[src/mpf_pause_map.vh]
`ifndef MPF_PAUSE_MAP_VH
`define MPF_PAUSE_MAP_VH
// =====================================================================
// Register offsets
`define MPF_OFS_NET_CTRL 8'h00
`define MPF_OFS_NET_CFG 8'h04
`define MPF_OFS_INT_STAT 8'h08
`define MPF_OFS_INT_MASK 8'h0C
`define MPF_OFS_TX_QUANTUM 8'h10
`define MPF_OFS_SPEC_ADDR_LO 8'h14
`define MPF_OFS_SPEC_ADDR_HI 8'h18
`define MPF_OFS_PAUSE_TIME 8'h1C
`define MPF_OFS_RX_PAUSE_CNT 8'h20
`define MPF_OFS_TX_PAUSE_CNT 8'h24
`define MPF_OFS_PFC_STAT 8'h28
// =====================================================================
// Network control fields
`define MPF_CTRL_TX_EN 3
`define MPF_CTRL_TX_PAUSE 11
`define MPF_CTRL_TX_ZERO_PAUSE 12
`define MPF_CTRL_PFC_EN 16
// =====================================================================
// Network configuration fields
`define MPF_CFG_SPEED_100 0
`define MPF_CFG_FULL_DUPLEX 1
`define MPF_CFG_RETRY_TEST 12
`define MPF_CFG_RX_PAUSE_EN 13
// =====================================================================
// Interrupt status fields
`define MPF_INT_PAUSE_NZ 12
`define MPF_INT_PAUSE_ZERO 13
`define MPF_INT_PAUSE_TX 14
// =====================================================================
// Reset values
`define MPF_RST_TX_QUANTUM 16'hFFFF
`define MPF_RST_WORD 32'h00000000
// =====================================================================
// Frame constants
`define MPF_PAUSE_DA 48'h0180C2000001
`define MPF_CTRL_TYPE 16'h8808
`define MPF_OP_PAUSE 16'h0001
`define MPF_OP_PFC 16'h1001
`define MPF_RX_HDR_BYTES 5'h12
`define MPF_TX_LAST_IDX 7'h3F
`define MPF_TX_FCS_IDX 7'h3C
`define MPF_CRC_POLY 32'hEDB88320
// =====================================================================
// Timing: 512 bit times in ns per speed, clock period in ns
`define MPF_SLOT_NS_10 51200
`define MPF_SLOT_NS_100 5120
`define MPF_CLK_NS 10
`endif

[src/mpf_pause.v]
// Summary of operation
// - Valid pause needs address, type, opcode match
// - Receive pause enable lets nonzero quantum pause
// - Every valid pause frame reloads counter; the code reloads it for classic pause frames only, not priority frames
// - Nonzero quantum sets bit 12, zero bit 13
// - Finish current frame, then hold until zero
// - Full duplex only loads; half duplex still flags
// - Errored pause frames are discarded entirely
// - Classic pause discarded after priority negotiation
// - Valid received pause bumps receive statistic
// - Counter drops every 512 bit times
// - Retry test decrements each link clock
// - Decrement to zero sets status bit 13
// - Control bits 11/12 request a pause frame
// - Send when idle or between frames
// - Generated frame layout with valid check sequence
// - Bit 11 uses quantum register, 12 zero
// - After sending, bit 14 and transmit statistic
// - Priority opcode 1001 needs control bit 16
// - After priority match, ignore classic pause
//
// Our own choices: the register addresses and strobed register access.
`include "mpf_pause_map.vh"
`timescale 1ns/1ps
`default_nettype none
module mpf_pause #(
  parameter TICK_10 = `MPF_SLOT_NS_10 / `MPF_CLK_NS,
  parameter TICK_100 = `MPF_SLOT_NS_100 / `MPF_CLK_NS
) (
  input wire i_mclk,
  input wire i_reset,
  input wire [7:0] i_addr,
  input wire [31:0] i_wdata,
  input wire i_wr,
  input wire i_rd,
  output reg [31:0] o_rdata,
  input wire i_rx_valid,
  input wire [7:0] i_rx_data,
  input wire i_rx_last,
  input wire i_rx_err,
  input wire i_tx_busy,
  input wire i_tx_link_en,
  output reg o_tx_hold,
  output reg o_ptx_valid,
  output reg [7:0] o_ptx_data,
  output reg o_ptx_last,
  input wire i_ptx_ready,
  output reg o_irq
);
  // =====================================================================
  // Helpers
  function [31:0] mpf_crc_byte;
    input [31:0] c;
    input [7:0] d;
    integer k;
    reg [31:0] r;
    begin
      r = c;
      for (k = 0; k < 8; k = k + 1) begin
        if (r[0] ^ d[k])
          r = (r >> 1) ^ `MPF_CRC_POLY;
        else
          r = r >> 1;
      end
      mpf_crc_byte = r;
    end
  endfunction

  function [7:0] mpf_frame_byte;
    input [6:0] idx;
    input [47:0] sa;
    input [15:0] q;
    input [31:0] crc;
    reg [47:0] da;
    reg [31:0] fcs;
    reg [15:0] ty;
    reg [15:0] op;
    begin
      da = `MPF_PAUSE_DA;
      ty = `MPF_CTRL_TYPE;
      op = `MPF_OP_PAUSE;
      fcs = ~crc;
      mpf_frame_byte = 8'h00;
      if (idx < 7'h06)
        mpf_frame_byte = da[8'd47 - {idx[2:0], 3'h0} -: 8];
      else if (idx < 7'h0C)
        mpf_frame_byte = sa[8'd47 - {idx[3:0] - 4'h6, 3'h0} -: 8];
      else if (idx == 7'h0C)
        mpf_frame_byte = ty[15:8];
      else if (idx == 7'h0D)
        mpf_frame_byte = ty[7:0];
      else if (idx == 7'h0E)
        mpf_frame_byte = op[15:8];
      else if (idx == 7'h0F)
        mpf_frame_byte = op[7:0];
      else if (idx == 7'h10)
        mpf_frame_byte = q[15:8];
      else if (idx == 7'h11)
        mpf_frame_byte = q[7:0];
      else if (idx >= `MPF_TX_FCS_IDX)
        mpf_frame_byte = fcs[{idx[1:0], 3'h0} +: 8];
    end
  endfunction

  // =====================================================================
  // Register state
  reg tx_en_reg;
  reg pfc_en_reg;
  reg speed100_reg;
  reg full_duplex_reg;
  reg retry_test_reg;
  reg rx_pause_en_reg;
  reg [2:0] int_stat_reg;
  reg [2:0] int_mask_reg;
  reg [15:0] tx_quantum_reg;
  reg [47:0] spec_addr_reg;
  reg [15:0] pause_cnt_reg;
  reg [31:0] rx_stat_reg;
  reg [31:0] tx_stat_reg;
  reg pfc_negotiated_reg;
  reg [12:0] tick_cnt_reg;
  reg [4:0] rx_idx_reg;
  reg [47:0] rx_da_reg;
  reg [15:0] rx_type_reg;
  reg [15:0] rx_op_reg;
  reg [15:0] rx_time_reg;
  reg rx_classic_reg;
  reg rx_pfc_reg;
  reg gen_pend_reg;
  reg gen_active_reg;
  reg [15:0] gen_q_reg;
  reg [6:0] gen_idx_reg;
  reg [31:0] gen_crc_reg;

  wire ctrl_wr = i_wr && (i_addr == `MPF_OFS_NET_CTRL);
  wire [47:0] sa_wire = {spec_addr_reg[7:0], spec_addr_reg[15:8], spec_addr_reg[23:16],
    spec_addr_reg[31:24], spec_addr_reg[39:32], spec_addr_reg[47:40]};
  wire stopped = (pause_cnt_reg != 16'h0000) && !i_tx_busy;
  wire [12:0] tick_lim = speed100_reg ? TICK_100[12:0] : TICK_10[12:0];
  wire tick = (tick_cnt_reg >= tick_lim - 13'h0001);
  wire dec_en = stopped && (retry_test_reg ? i_tx_link_en : tick);
  wire frame_done = o_ptx_valid && i_ptx_ready && o_ptx_last;
  wire gen_start = gen_pend_reg && !gen_active_reg && !i_tx_busy;
  wire gen_emit = gen_active_reg && (!o_ptx_valid || i_ptx_ready) &&
    (gen_idx_reg <= `MPF_TX_LAST_IDX) && !frame_done;
  wire rx_load = rx_classic_reg && full_duplex_reg && rx_pause_en_reg;
  wire rx_zero = (rx_time_reg == 16'h0000);
  wire hit_zero = dec_en && (pause_cnt_reg == 16'h0001) && !rx_load;

  // =====================================================================
  // Configuration registers
  always @(posedge i_mclk) begin
    if (i_reset) begin
      tx_en_reg <= 1'b0;
      pfc_en_reg <= 1'b0;
      speed100_reg <= 1'b0;
      full_duplex_reg <= 1'b0;
      retry_test_reg <= 1'b0;
      rx_pause_en_reg <= 1'b0;
      int_mask_reg <= 3'h0;
      tx_quantum_reg <= `MPF_RST_TX_QUANTUM;
      spec_addr_reg <= 48'h000000000000;
    end else if (i_wr) begin
      case (i_addr)
        `MPF_OFS_NET_CTRL: begin
          tx_en_reg <= i_wdata[`MPF_CTRL_TX_EN];
          pfc_en_reg <= i_wdata[`MPF_CTRL_PFC_EN];
        end
        `MPF_OFS_NET_CFG: begin
          speed100_reg <= i_wdata[`MPF_CFG_SPEED_100];
          full_duplex_reg <= i_wdata[`MPF_CFG_FULL_DUPLEX];
          retry_test_reg <= i_wdata[`MPF_CFG_RETRY_TEST];
          rx_pause_en_reg <= i_wdata[`MPF_CFG_RX_PAUSE_EN];
        end
        `MPF_OFS_INT_MASK: int_mask_reg <= i_wdata[14:12];
        `MPF_OFS_TX_QUANTUM: tx_quantum_reg <= i_wdata[15:0];
        `MPF_OFS_SPEC_ADDR_LO: spec_addr_reg[31:0] <= i_wdata;
        `MPF_OFS_SPEC_ADDR_HI: spec_addr_reg[47:32] <= i_wdata[15:0];
        default: begin
        end
      endcase
    end
  end

  // =====================================================================
  // Read port
  always @(posedge i_mclk) begin
    if (i_reset) begin
      o_rdata <= `MPF_RST_WORD;
    end else if (i_rd) begin
      case (i_addr)
        `MPF_OFS_NET_CTRL: o_rdata <= {15'h0000, pfc_en_reg, 12'h000, tx_en_reg, 3'h0};
        `MPF_OFS_NET_CFG: o_rdata <= {18'h00000, rx_pause_en_reg, retry_test_reg, 10'h000,
          full_duplex_reg, speed100_reg};
        `MPF_OFS_INT_STAT: o_rdata <= {17'h00000, int_stat_reg, 12'h000};
        `MPF_OFS_INT_MASK: o_rdata <= {17'h00000, int_mask_reg, 12'h000};
        `MPF_OFS_TX_QUANTUM: o_rdata <= {16'h0000, tx_quantum_reg};
        `MPF_OFS_SPEC_ADDR_LO: o_rdata <= spec_addr_reg[31:0];
        `MPF_OFS_SPEC_ADDR_HI: o_rdata <= {16'h0000, spec_addr_reg[47:32]};
        `MPF_OFS_PAUSE_TIME: o_rdata <= {16'h0000, pause_cnt_reg};
        `MPF_OFS_RX_PAUSE_CNT: o_rdata <= rx_stat_reg;
        `MPF_OFS_TX_PAUSE_CNT: o_rdata <= tx_stat_reg;
        `MPF_OFS_PFC_STAT: o_rdata <= {31'h00000000, pfc_negotiated_reg};
        default: o_rdata <= `MPF_RST_WORD;
      endcase
    end else begin
      o_rdata <= `MPF_RST_WORD;
    end
  end

  // =====================================================================
  // Receive parser
  always @(posedge i_mclk) begin
    if (i_reset) begin
      rx_idx_reg <= 5'h00;
      rx_da_reg <= 48'h000000000000;
      rx_type_reg <= 16'h0000;
      rx_op_reg <= 16'h0000;
      rx_time_reg <= 16'h0000;
      rx_classic_reg <= 1'b0;
      rx_pfc_reg <= 1'b0;
    end else begin
      rx_classic_reg <= 1'b0;
      rx_pfc_reg <= 1'b0;
      if (i_rx_valid) begin
        if (i_rx_last) begin
          rx_idx_reg <= 5'h00;
          if (!i_rx_err && (rx_idx_reg >= `MPF_RX_HDR_BYTES) &&
              ((rx_da_reg == `MPF_PAUSE_DA) || (rx_da_reg == sa_wire)) &&
              (rx_type_reg == `MPF_CTRL_TYPE)) begin
            rx_classic_reg <= (rx_op_reg == `MPF_OP_PAUSE) && !pfc_negotiated_reg;
            rx_pfc_reg <= (rx_op_reg == `MPF_OP_PFC) && pfc_en_reg;
          end
        end else begin
          if (rx_idx_reg != 5'h1F)
            rx_idx_reg <= rx_idx_reg + 5'h01;
          if (rx_idx_reg < 5'h06)
            rx_da_reg <= {rx_da_reg[39:0], i_rx_data};
          else if (rx_idx_reg == 5'h0C || rx_idx_reg == 5'h0D)
            rx_type_reg <= {rx_type_reg[7:0], i_rx_data};
          else if (rx_idx_reg == 5'h0E || rx_idx_reg == 5'h0F)
            rx_op_reg <= {rx_op_reg[7:0], i_rx_data};
          else if (rx_idx_reg == 5'h10 || rx_idx_reg == 5'h11)
            rx_time_reg <= {rx_time_reg[7:0], i_rx_data};
        end
      end
    end
  end

  // =====================================================================
  // Pause counter and 512 bit time divider
  always @(posedge i_mclk) begin
    if (i_reset) begin
      pause_cnt_reg <= 16'h0000;
      tick_cnt_reg <= 13'h0000;
      pfc_negotiated_reg <= 1'b0;
    end else begin
      if (!stopped || tick)
        tick_cnt_reg <= 13'h0000;
      else
        tick_cnt_reg <= tick_cnt_reg + 13'h0001;
      if (rx_load)
        pause_cnt_reg <= rx_time_reg;
      else if (dec_en)
        pause_cnt_reg <= pause_cnt_reg - 16'h0001;
      if (!pfc_en_reg)
        pfc_negotiated_reg <= 1'b0;
      else if (rx_pfc_reg)
        pfc_negotiated_reg <= 1'b1;
    end
  end

  // =====================================================================
  // Interrupt status, statistics
  always @(posedge i_mclk) begin
    if (i_reset) begin
      int_stat_reg <= 3'h0;
      rx_stat_reg <= 32'h00000000;
      tx_stat_reg <= 32'h00000000;
      o_irq <= 1'b0;
    end else begin
      int_stat_reg[0] <= (int_stat_reg[0] &&
        !(i_wr && i_addr == `MPF_OFS_INT_STAT && i_wdata[`MPF_INT_PAUSE_NZ])) ||
        ((rx_classic_reg || rx_pfc_reg) && !rx_zero);
      int_stat_reg[1] <= (int_stat_reg[1] &&
        !(i_wr && i_addr == `MPF_OFS_INT_STAT && i_wdata[`MPF_INT_PAUSE_ZERO])) ||
        ((rx_classic_reg || rx_pfc_reg) && rx_zero) || hit_zero;
      int_stat_reg[2] <= (int_stat_reg[2] &&
        !(i_wr && i_addr == `MPF_OFS_INT_STAT && i_wdata[`MPF_INT_PAUSE_TX])) ||
        frame_done;
      if (rx_classic_reg || rx_pfc_reg)
        rx_stat_reg <= rx_stat_reg + 32'h00000001;
      if (frame_done)
        tx_stat_reg <= tx_stat_reg + 32'h00000001;
      o_irq <= |(int_stat_reg & int_mask_reg);
    end
  end

  // =====================================================================
  // Pause frame generator
  always @(posedge i_mclk) begin
    if (i_reset) begin
      gen_pend_reg <= 1'b0;
      gen_active_reg <= 1'b0;
      gen_q_reg <= 16'h0000;
      gen_idx_reg <= 7'h00;
      gen_crc_reg <= 32'hFFFFFFFF;
      o_ptx_valid <= 1'b0;
      o_ptx_data <= 8'h00;
      o_ptx_last <= 1'b0;
      o_tx_hold <= 1'b0;
    end else begin
      if (ctrl_wr && i_wdata[`MPF_CTRL_TX_EN] && full_duplex_reg && !gen_pend_reg &&
          (i_wdata[`MPF_CTRL_TX_PAUSE] || i_wdata[`MPF_CTRL_TX_ZERO_PAUSE])) begin
        gen_pend_reg <= 1'b1;
        gen_q_reg <= i_wdata[`MPF_CTRL_TX_PAUSE] ? tx_quantum_reg : 16'h0000;
      end else if (gen_start) begin
        gen_pend_reg <= 1'b0;
      end
      if (gen_start) begin
        gen_active_reg <= 1'b1;
        gen_idx_reg <= 7'h00;
        gen_crc_reg <= 32'hFFFFFFFF;
      end
      if (frame_done) begin
        o_ptx_valid <= 1'b0;
        o_ptx_last <= 1'b0;
        gen_active_reg <= 1'b0;
      end else if (gen_emit) begin
        o_ptx_valid <= 1'b1;
        o_ptx_data <= mpf_frame_byte(gen_idx_reg, sa_wire, gen_q_reg, gen_crc_reg);
        o_ptx_last <= (gen_idx_reg == `MPF_TX_LAST_IDX);
        gen_idx_reg <= gen_idx_reg + 7'h01;
        if (gen_idx_reg < `MPF_TX_FCS_IDX)
          gen_crc_reg <= mpf_crc_byte(gen_crc_reg,
            mpf_frame_byte(gen_idx_reg, sa_wire, gen_q_reg, gen_crc_reg));
      end else if (o_ptx_valid && i_ptx_ready) begin
        o_ptx_valid <= 1'b0;
      end
      o_tx_hold <= (pause_cnt_reg != 16'h0000) || rx_load || gen_pend_reg ||
        gen_active_reg || gen_start;
    end
  end
endmodule
`default_nettype wire

[config.mk]
export PLATFORM = sky130hd
export DESIGN_NAME = mpf_pause
export DESIGN_NICKNAME = d
export VERILOG_FILES = /design/src/mpf_pause.v
export VERILOG_INCLUDE_DIRS = /design/src /design/src/src
export SDC_FILE = /design/constraint.sdc
export NUM_CORES = 1
export LEC_CHECK = 0
export ABC_CLOCK_PERIOD_IN_PS = 6200
export BUFFER_PORTS_ARGS = -buffer_cell sky130_fd_sc_hd__buf_2
export CORE_MARGIN = 10
export CORE_UTILIZATION = 45
export DETAILED_ROUTE_END_ITERATION = 7
export GPL_TIMING_DRIVEN = 0
export SLEW_MARGIN = 20
export SYNTH_ARGS = -nofsm -noshare
export SYNTH_HDL_FRONTEND = slang
export SYNTH_SLANG_ARGS = --single-unit
[constraint.sdc]
create_clock -name i_mclk -period 6.2 [get_ports i_mclk]
set_input_delay 0.93 -clock i_mclk [delete_from_list [all_inputs] [get_ports i_mclk]]
set_output_delay 0.93 -clock i_mclk [all_outputs]
set_load 0.005 [all_outputs]
# Word-level counts from Yosys, hierarchy flattened
# Cells that the tools add are included.
[classes]
add_sub_neg = 10
n_mul = 0
div_mod_pow = 0
order_cmp = 8
eq_ne = 30
n_shift = 3
muxes = 68
bitwise_logic = 27
reduce_logical = 86
[ops]
columns = ["cell", "count"]
rows = [
  ["32-bit two-way mux", 40],
  ["32-bit one-hot mux with 11 select lines", 1],
  ["13-bit inverter with 14-bit output", 8],
  ["8-bit two-way mux", 13],
  ["32-bit by 1-bit adder with 32-bit output, second input constant", 2],
  ["55-bit by 9-bit indexed part select with 8-bit output", 1],
  ["55-bit by 9-bit indexed part select with 8-bit output, first input constant", 1],
  ["48-bit by 41-bit equality test with 1-bit output, second input constant", 1],
  ["48-bit equality test", 1],
  ["16-bit two-way mux", 3],
  ["16-bit by 1-bit equality test with 1-bit output, second input constant", 2],
  ["8-bit by 5-bit equality test with 1-bit output, second input constant", 4],
  ["1-bit logical AND", 32],
  ["32-bit inverter", 1],
  ["32-bit by 6-bit indexed part select with 8-bit output", 1],
  ["7-bit by 4-bit equality test with 1-bit output, second input constant", 4],
  ["8-bit by 6-bit equality test with 1-bit output, second input constant", 3],
  ["7-bit two-way mux", 3],
  ["5-bit by 4-bit equality test with 1-bit output, second input constant", 4],
  ["16-bit by 13-bit equality test with 1-bit output, second input constant", 1],
  ["16-bit equality test, second input constant", 1],
  ["8-bit by 4-bit equality test with 1-bit output, second input constant", 2],
  ["16-bit zero test", 1],
  ["1-bit logical OR", 16],
  ["other kinds (39)", 86],
]
[word_totals]
ff_bits = 374
latchBits = 0
ram_bits = 0
romBits = 0
wordCells = 266
mem_count = 0

# Depth between registers and ports, before layout
# Gate-level depths: netlist (run 1).
[depth]
word_depth = 62
depth_mapped = 14
mapped_depth_nobuf = 11

# Least setup slack after synthesis (run 1)
# Ideal clock, no wire load.
[synth_path]
kind = "register to register"
startpoint = "reg gen_idx_reg[1]"
endpoint = "reg gen_crc_reg[19]"
t_arrival_ps = 3245
required_time_ps = 6067
setup_slack_ps = 2823
stages_incl_launch_ff = 14
n_path_buf = 3
period_less_slack_ps = 3377
cell_sequence = "dfxtp_1 -> buf_2 -> buf_2 -> inv_1 -> ha_1 -> buf_1 -> nand2b_1 -> nor2_1 -> o21ai_1 -> a31oi_2 -> xnor2_2 -> xor3_1 -> xnor2_1 -> a21oi_1"
[synth_via]
elab_chain_cells = 59
[synth_rtl]
columns = ["element", "line", "rtl"]
rows = [
  ["from (decl)", "mpf_pause.v:132", "reg [6:0] gen_idx_reg;"],
  ["from (signal assigned)", "mpf_pause.v:333", "gen_idx_reg <= gen_idx_reg + 7'h01;"],
  ["parallel branches: the longest is 57 deep, another holds 6-bit by 7-bit subtractor with 8-bit output", "--", ""],
  ["32-bit two-way mux (*)", "mpf_pause.v:329", "end else if (gen_emit) begin"],
  ["32-bit two-way mux (*)", "mpf_pause.v:325", "if (frame_done) begin"],
  ["to (signal assigned)", "mpf_pause.v:335", "gen_crc_reg <= mpf_crc_byte(gen_crc_reg,"],
  ["to (decl)", "mpf_pause.v:133", "reg [31:0] gen_crc_reg;"],
]
# Every way passes the cells marked *. The select of a mux whose other input is x is not followed.
# A chain may end at the register's enable or synchronous reset.

# Final worst setup path (run 1)
[layout_path]
startpoint = "reg gen_idx_reg[1]"
endpoint = "reg gen_crc_reg[28]"
[layout_via]
elab_chain_cells = 55
[layout_rtl]
columns = ["element", "line"]
rows = [
  ["parallel branches: the longest is 53 deep, another holds 6-bit by 7-bit subtractor with 8-bit output", "--"],
  ["32-bit two-way mux (*)", "mpf_pause.v:329"],
  ["32-bit two-way mux (*)", "mpf_pause.v:325"],
]
# Marked as above.

==> results of run 1 <==
==> power by group through the flow <==
stage	Combinational [mW]	Sequential [mW]	Clock, mW
floorplan	0.0667	2.47	0
global placement	0.143	2.47	0
detailed placement	0.144	2.47	0
CTS	0.144	2.42	2.51
global route	0.156	2.41	2.60
finish	0.147	2.42	2.47
==> metal layers <==
layer  GRT usage [%]  share of wire [%]
met2            37.4                 43
met4            9.41                3.1
met3            5.78                9.5
met5               0                  0
met1            34.2                 45
==> cell type report <==
type	count	share of cell area (%)
diodes	1	0.0127
plain buffers	115	2.36
clock buffers	60	6.07
clock inverters	14	0.810
inverters	16	0.304
multi-input cells	1506	46.8
flip-flops and latches	374	37.9
well taps	511	3.24
repair buffers	101	2.56
==> cell families (layout without fill, tap and decap cells) <==
| group | count (synthesis) | after routing | synth area share (%) |
|---|---|---|---|
| buf+inv | 131 | 306 | 3.05 |
| other cells | 0 | 1 | 0 |
| xor+xnor | 202 | 202 | 11.3 |
| compound gates | 355 | 355 | 13.0 |
| simple gates | 852 | 852 | 22.6 |
| mux | 78 | 78 | 5.35 |
| flops | 374 | 374 | 43.4 |
| fa+ha+maj | 19 | 19 | 1.38 |
==> stage by stage <==
step	util (%)	power (mW)	cells	hold slack (ns)
final	52.3	5.04	2698	0.441
after global placement	48.7	2.61	2622	0.424
after CTS	52.3	5.07	2697	0.447
after detailed placement	48.7	2.61	2623	0.435
after floorplan	-	2.53	2011	0.413
after global routing	52.3	5.17	2697	0.480
==> placed cells by master, fill, tap and decap left out, types with 46 or more instances in the layout <==
cell type    n
mux2i_1     64
nor2_1     244
buf_2      107
dfxtp_1    374
xor2_1      80
nand2_1    326
nand3_1     61
clkbuf_1   113
a21oi_1    177
xnor2_1    106
a22oi_1     46
==> final timing paths <==
check	from	to	slack (ns)	depth (start not counted)
max	gen_idx_reg[1]	gen_crc_reg[28]	1.39	13
min	tick_cnt_reg[0]	tick_cnt_reg[0]	0.44	1
max reg2reg	gen_idx_reg[1]	gen_crc_reg[28]	1.39	13
min reg2reg	tick_cnt_reg[0]	tick_cnt_reg[0]	0.44	1
==> critical path, delay by kind of cell, from the launching register on <==
kind                     cells  cell delay [ns]
buffers and inverters        4             1.21
adder cells (fa/ha/maj)      1             0.46
AND/OR/NAND/NOR              2             0.59
XOR/XNOR                     3             0.99
AO/OA/AOI/OAI                3             1.04
flip-flops                   1             0.40
==> metrics.txt, run 1 <==
run status=finished clean; initial antenna violation count=1; drt total wl=59.9 mm; Final Skew=0.0388 ns; H-tree levels=2; setup slack after layout=1.39 ns; CTS Hold Bufs=0; Placeable Area=37800 um2; crit path max-delay cell type=a221oi_2; post_cts resized=0; P_sw=1.13 mW; setup bufs post-CTS=0; Layout area overhead=14.6%; Sw Share=22.3%; Routed Antenna Nets=0; total CTS buffers=41; row count=71; Nets=2232; share of layout cells above drive strength 1=10.3%; area of the multi-input gates=9240 um2; PortBufs=100; Post-synth EDFFs=0; Slowest Stage Delay on Critical Path=0.61 ns; Seq pwr share=48.0%; DRC viols=0; RSZ-0062 raised after global routing=false; drt first-iter violations=1727; CTS tree=done; Final Hold Viols=0; clk buf depth=3; HP Class=register to register; Crit path required time=6.64 ns; pre-CTS setup slack=1.55 ns; vias in the first global route=14775; Final period util=77.5%; CP Max Fanout=10; CTS Sinks=374; top-count cell post-synth=dfxtp_1; Mapped Cells=2011; RD Place Congestion=0.983; fillcell total=3664; DP HPWL=45.8 mm; synthesis warning total=0; post-synthesis instance area=17200 um2; vias per inst=5.70; kind of critical path=register to register; largest net degree at the start of global routing=15; Final setup viols=0; root buffer cell=clkbuf_16; slew at the pin closest to its max-slew limit=1.04 ns; clock power share=49.1%; max cap viols=0; DR vias=15378; area share of the largest cell type after synthesis=43.4%; die height=216 um; final instance area=19800 um2; fin. max-slew vios=0; Post-Syn Nets=2088; first-pass GRT wire length=90.3 mm; drt wl/cell=22.2 um; flop and latch count out of synthesis=374; Startpoint Class=register; placed cell areas=18400 um2; Logic pwr share=2.9%; GRT overflow=0; die area=46500 um2; top cells by area, synth=dfxtp_1 (43%), nand2_1 (7.1%), xnor2_1 (5.4%); crit path capture type=register; Tmin final=4.81 ns; Max Clk Rate=0.208 GHz; setup tns final=0 ns; critical-path cell list=buf_2 > buf_2 > inv_1 > ha_1 > buf_1 > nand2b_1 > o21ai_0 > a221oi_2 > xnor2_2 > xor2_2 > xnor2_1 > a21oi_1 > or2_1; Reg clk slew, reported paths=0.06 ns; Arr. time, crit path=5.25 ns; GR Util All Layers=24.9%; post-synthesis sequential area ratio=43.4%; FF+latch area=7490 um2; first-pass iteration count of the detailed router=6; Cell variety after synth=69; Most common cell on crit path=buf_2; area leader, netlist=dfxtp_1; Pwr per Cell Area=255 nW/um2; Syn Area/Cell=8.57 um2; Post-synth top cells=dfxtp_1 (374), nand2_1 (326), nor2_1 (244); Int Pwr=3.91 mW; Leak=6.98 nW; async set or reset register ratio after synthesis=0%; io pins=102; Die W=216 um; worst skew pair latency=0.59 ns; Starting Density=45.7%; Primary FF master, synth=dfxtp_1; maximum vdd drop=0.000259 V; Slew headroom=30.9%
Note: power is estimated with default switching activity, not from simulation.
==> inputs of run 2 (changes only) <==
--- a/config.mk
+++ b/config.mk
@@ -6,7 +6,7 @@
 export SDC_FILE = /design/constraint.sdc
 export NUM_CORES = 1
 export LEC_CHECK = 0
-export ABC_CLOCK_PERIOD_IN_PS = 6200
+export ABC_CLOCK_PERIOD_IN_PS = 4630
 export BUFFER_PORTS_ARGS = -buffer_cell sky130_fd_sc_hd__buf_2
 export CORE_MARGIN = 10
 export CORE_UTILIZATION = 45
==> constraint.sdc (replaced) <==
create_clock -name i_mclk -period 4.63 [get_ports i_mclk]
set_input_delay 0.6945 -clock i_mclk [delete_from_list [all_inputs] [get_ports i_mclk]]
set_output_delay 0.6945 -clock i_mclk [all_outputs]
set_load 0.005 [all_outputs]
==> run 2 against run 1 <==
  * Final cell count about the same
  * Via count about the same
  * Clock-buffer cell count unchanged
  * Cell area increased by 0.22%
  * Register-to-register slack got worse by 1.2 ns
  * Non-clock buffer count increased by 2
  * Critical path depth increased by 1
  * Fmax increased by 7.7%
  * Combinational power increased by 34%
  * First-iteration DRC count increased by 1.7%
  * Wire length about the same
  * Sequential power increased by 33%
==> metrics.txt, run 2 (synthesis gave the netlist of run 1 again) <==
run status=finished clean; vias in the first global route=14773; PortBufs=100; Power Total=6.74 mW; die area=46500 um2; Sw Share=22.3%; DRC viols=0; setup tns final=0 ns; drt wl/cell=22.2 um; Routed Antenna Nets=0; Final Hold Viols=0; Tmin final=4.46 ns; CTS Sinks=374; vias per inst=5.70; crit path capture type=register; Nets=2234; setup slack after layout=0.168 ns; drt total wl=59.9 mm; HP Class=primary input to register; RSZ-0062 raised after global routing=false; Final Skew=0.0404 ns; Startpoint Class=register; Hold Slack=0.374 ns; drt first-iter violations=1757; RD Place Congestion=0.983; Layout area overhead=14.8%; final instance area=19800 um2; Crit path required time=5.05 ns; CP Max Fanout=10; pre-CTS setup slack=-0.0181 ns; Arr. time, crit path=4.88 ns; largest net degree at the start of global routing=15; Logic pwr share=2.9%; initial antenna violation count=1; Seq pwr share=48.0%; clock power share=49.1%; die height=216 um; # diodes=0; Leak=7.00 nW; Int Pwr=5.24 mW; Reg clk slew, reported paths=0.06 ns; Starting Density=45.7%; most frequent cells in the layout=dfxtp_1 (374), nand2_1 (326), nor2_1 (244); kind of critical path=register to register; GR Util All Layers=25.0%; Final period util=96.4%; slew at the pin closest to its max-slew limit=1.03 ns; root buffer cell=clkbuf_16; GRT overflow=0; P_sw=1.50 mW; H-tree levels=2; DP HPWL=45.8 mm; Max Clk Rate=0.224 GHz; commonest non-fill, non-tap cell in the layout=dfxtp_1; maximum vdd drop=0.000346 V; placed cell areas=18400 um2; first-pass iteration count of the detailed router=6; first-pass GRT wire length=90.3 mm; total CTS buffers=41; Pwr per Cell Area=341 nW/um2; share of layout cells above drive strength 1=10.5%; max cap viols=0; DR vias=15377; Slew headroom=31.5%; io pins=102; fin. max-slew vios=0; Placeable Area=37800 um2; worst skew pair latency=0.59 ns; Final setup viols=0; CTS tree=done; clk buf depth=3; Die W=216 um; row count=71
run 2: changes by cell type in the layout (fill, tap and decap cells not counted), sizes merged:
cell    delta
clkbuf     +1
diode      -1
buf        +1
run 2: layout make-up:
class / count / area [um2]
clock buffer: 60 / 1200
timing repair buffer: 103 / 520
fill: 3663 / 18000
clock inverter: 14 / 160
sequential: 374 / 7490
inverter: 16 / 60.1
tap: 511 / 639
multi-input combinational: 1506 / 9270
buffer: 115 / 467
run 2: path summary, 6_finish.rpt:
path,depth (start not counted),startpoint,slack (ns),end
max,14,gen_idx_reg[1],0.17,gen_crc_reg[19]
min,3,i_wdata[26],0.37,spec_addr_reg[26]
max reg2reg,14,gen_idx_reg[1],0.17,gen_crc_reg[19]
min reg2reg,1,tick_cnt_reg[0],0.44,tick_cnt_reg[0]
run 2: per-stage QoR:
stage / utilization [%] / cells
finish: 52.5 / 2699
global route: 52.5 / 2699
CTS: 52.4 / 2699
detailed placement: 48.7 / 2623
global placement: 48.7 / 2622
floorplan: - / 2011
run 2: what timing repair did:
action | 4_1_cts | 5_1_grt
endpoints found under the hold margin | 0 | 0
gates resized for setup | 0 | 4
hold buffers | 0 | 0
setup endpoints to repair | 1 | 18
pin swaps | 1 | 0
setup buffers | 2 | 0
run 2: per-layer routing:
layer  GRT usage (%)  routed length, um  part of all wire [%]
met1            34.2              26800                    45
met2            37.3              25700                    43
met3            5.78               5490                   9.2
met4            9.41               1950                   3.2
met5               0                 11                 0.018
run 2: critical path: stages (launching register included):
cell and delay, ns:
dfxtp_1 0.40, buf_2 0.24, buf_2 0.35, inv_1 0.17, ha_1 0.46, clkbuf_2 0.30, mux2i_1 0.12, o22ai_1 0.24
o21bai_1 0.17, a21oi_1 0.49, xnor2_2 0.27, xnor2_2 0.44, xor3_1 0.37, xnor2_1 0.19, a21oi_1 0.08
run 2: power by group through the flow:
stage	Sequential, mW	Clock (mW)	Combinational (mW)
2_1_floorplan	3.30	0	0.0893
3_3_place_gp	3.31	0	0.191
3_5_place_dp	3.31	0	0.192
4_1_cts	3.23	3.36	0.193
5_1_grt	3.23	3.48	0.209
6_report	3.23	3.31	0.197
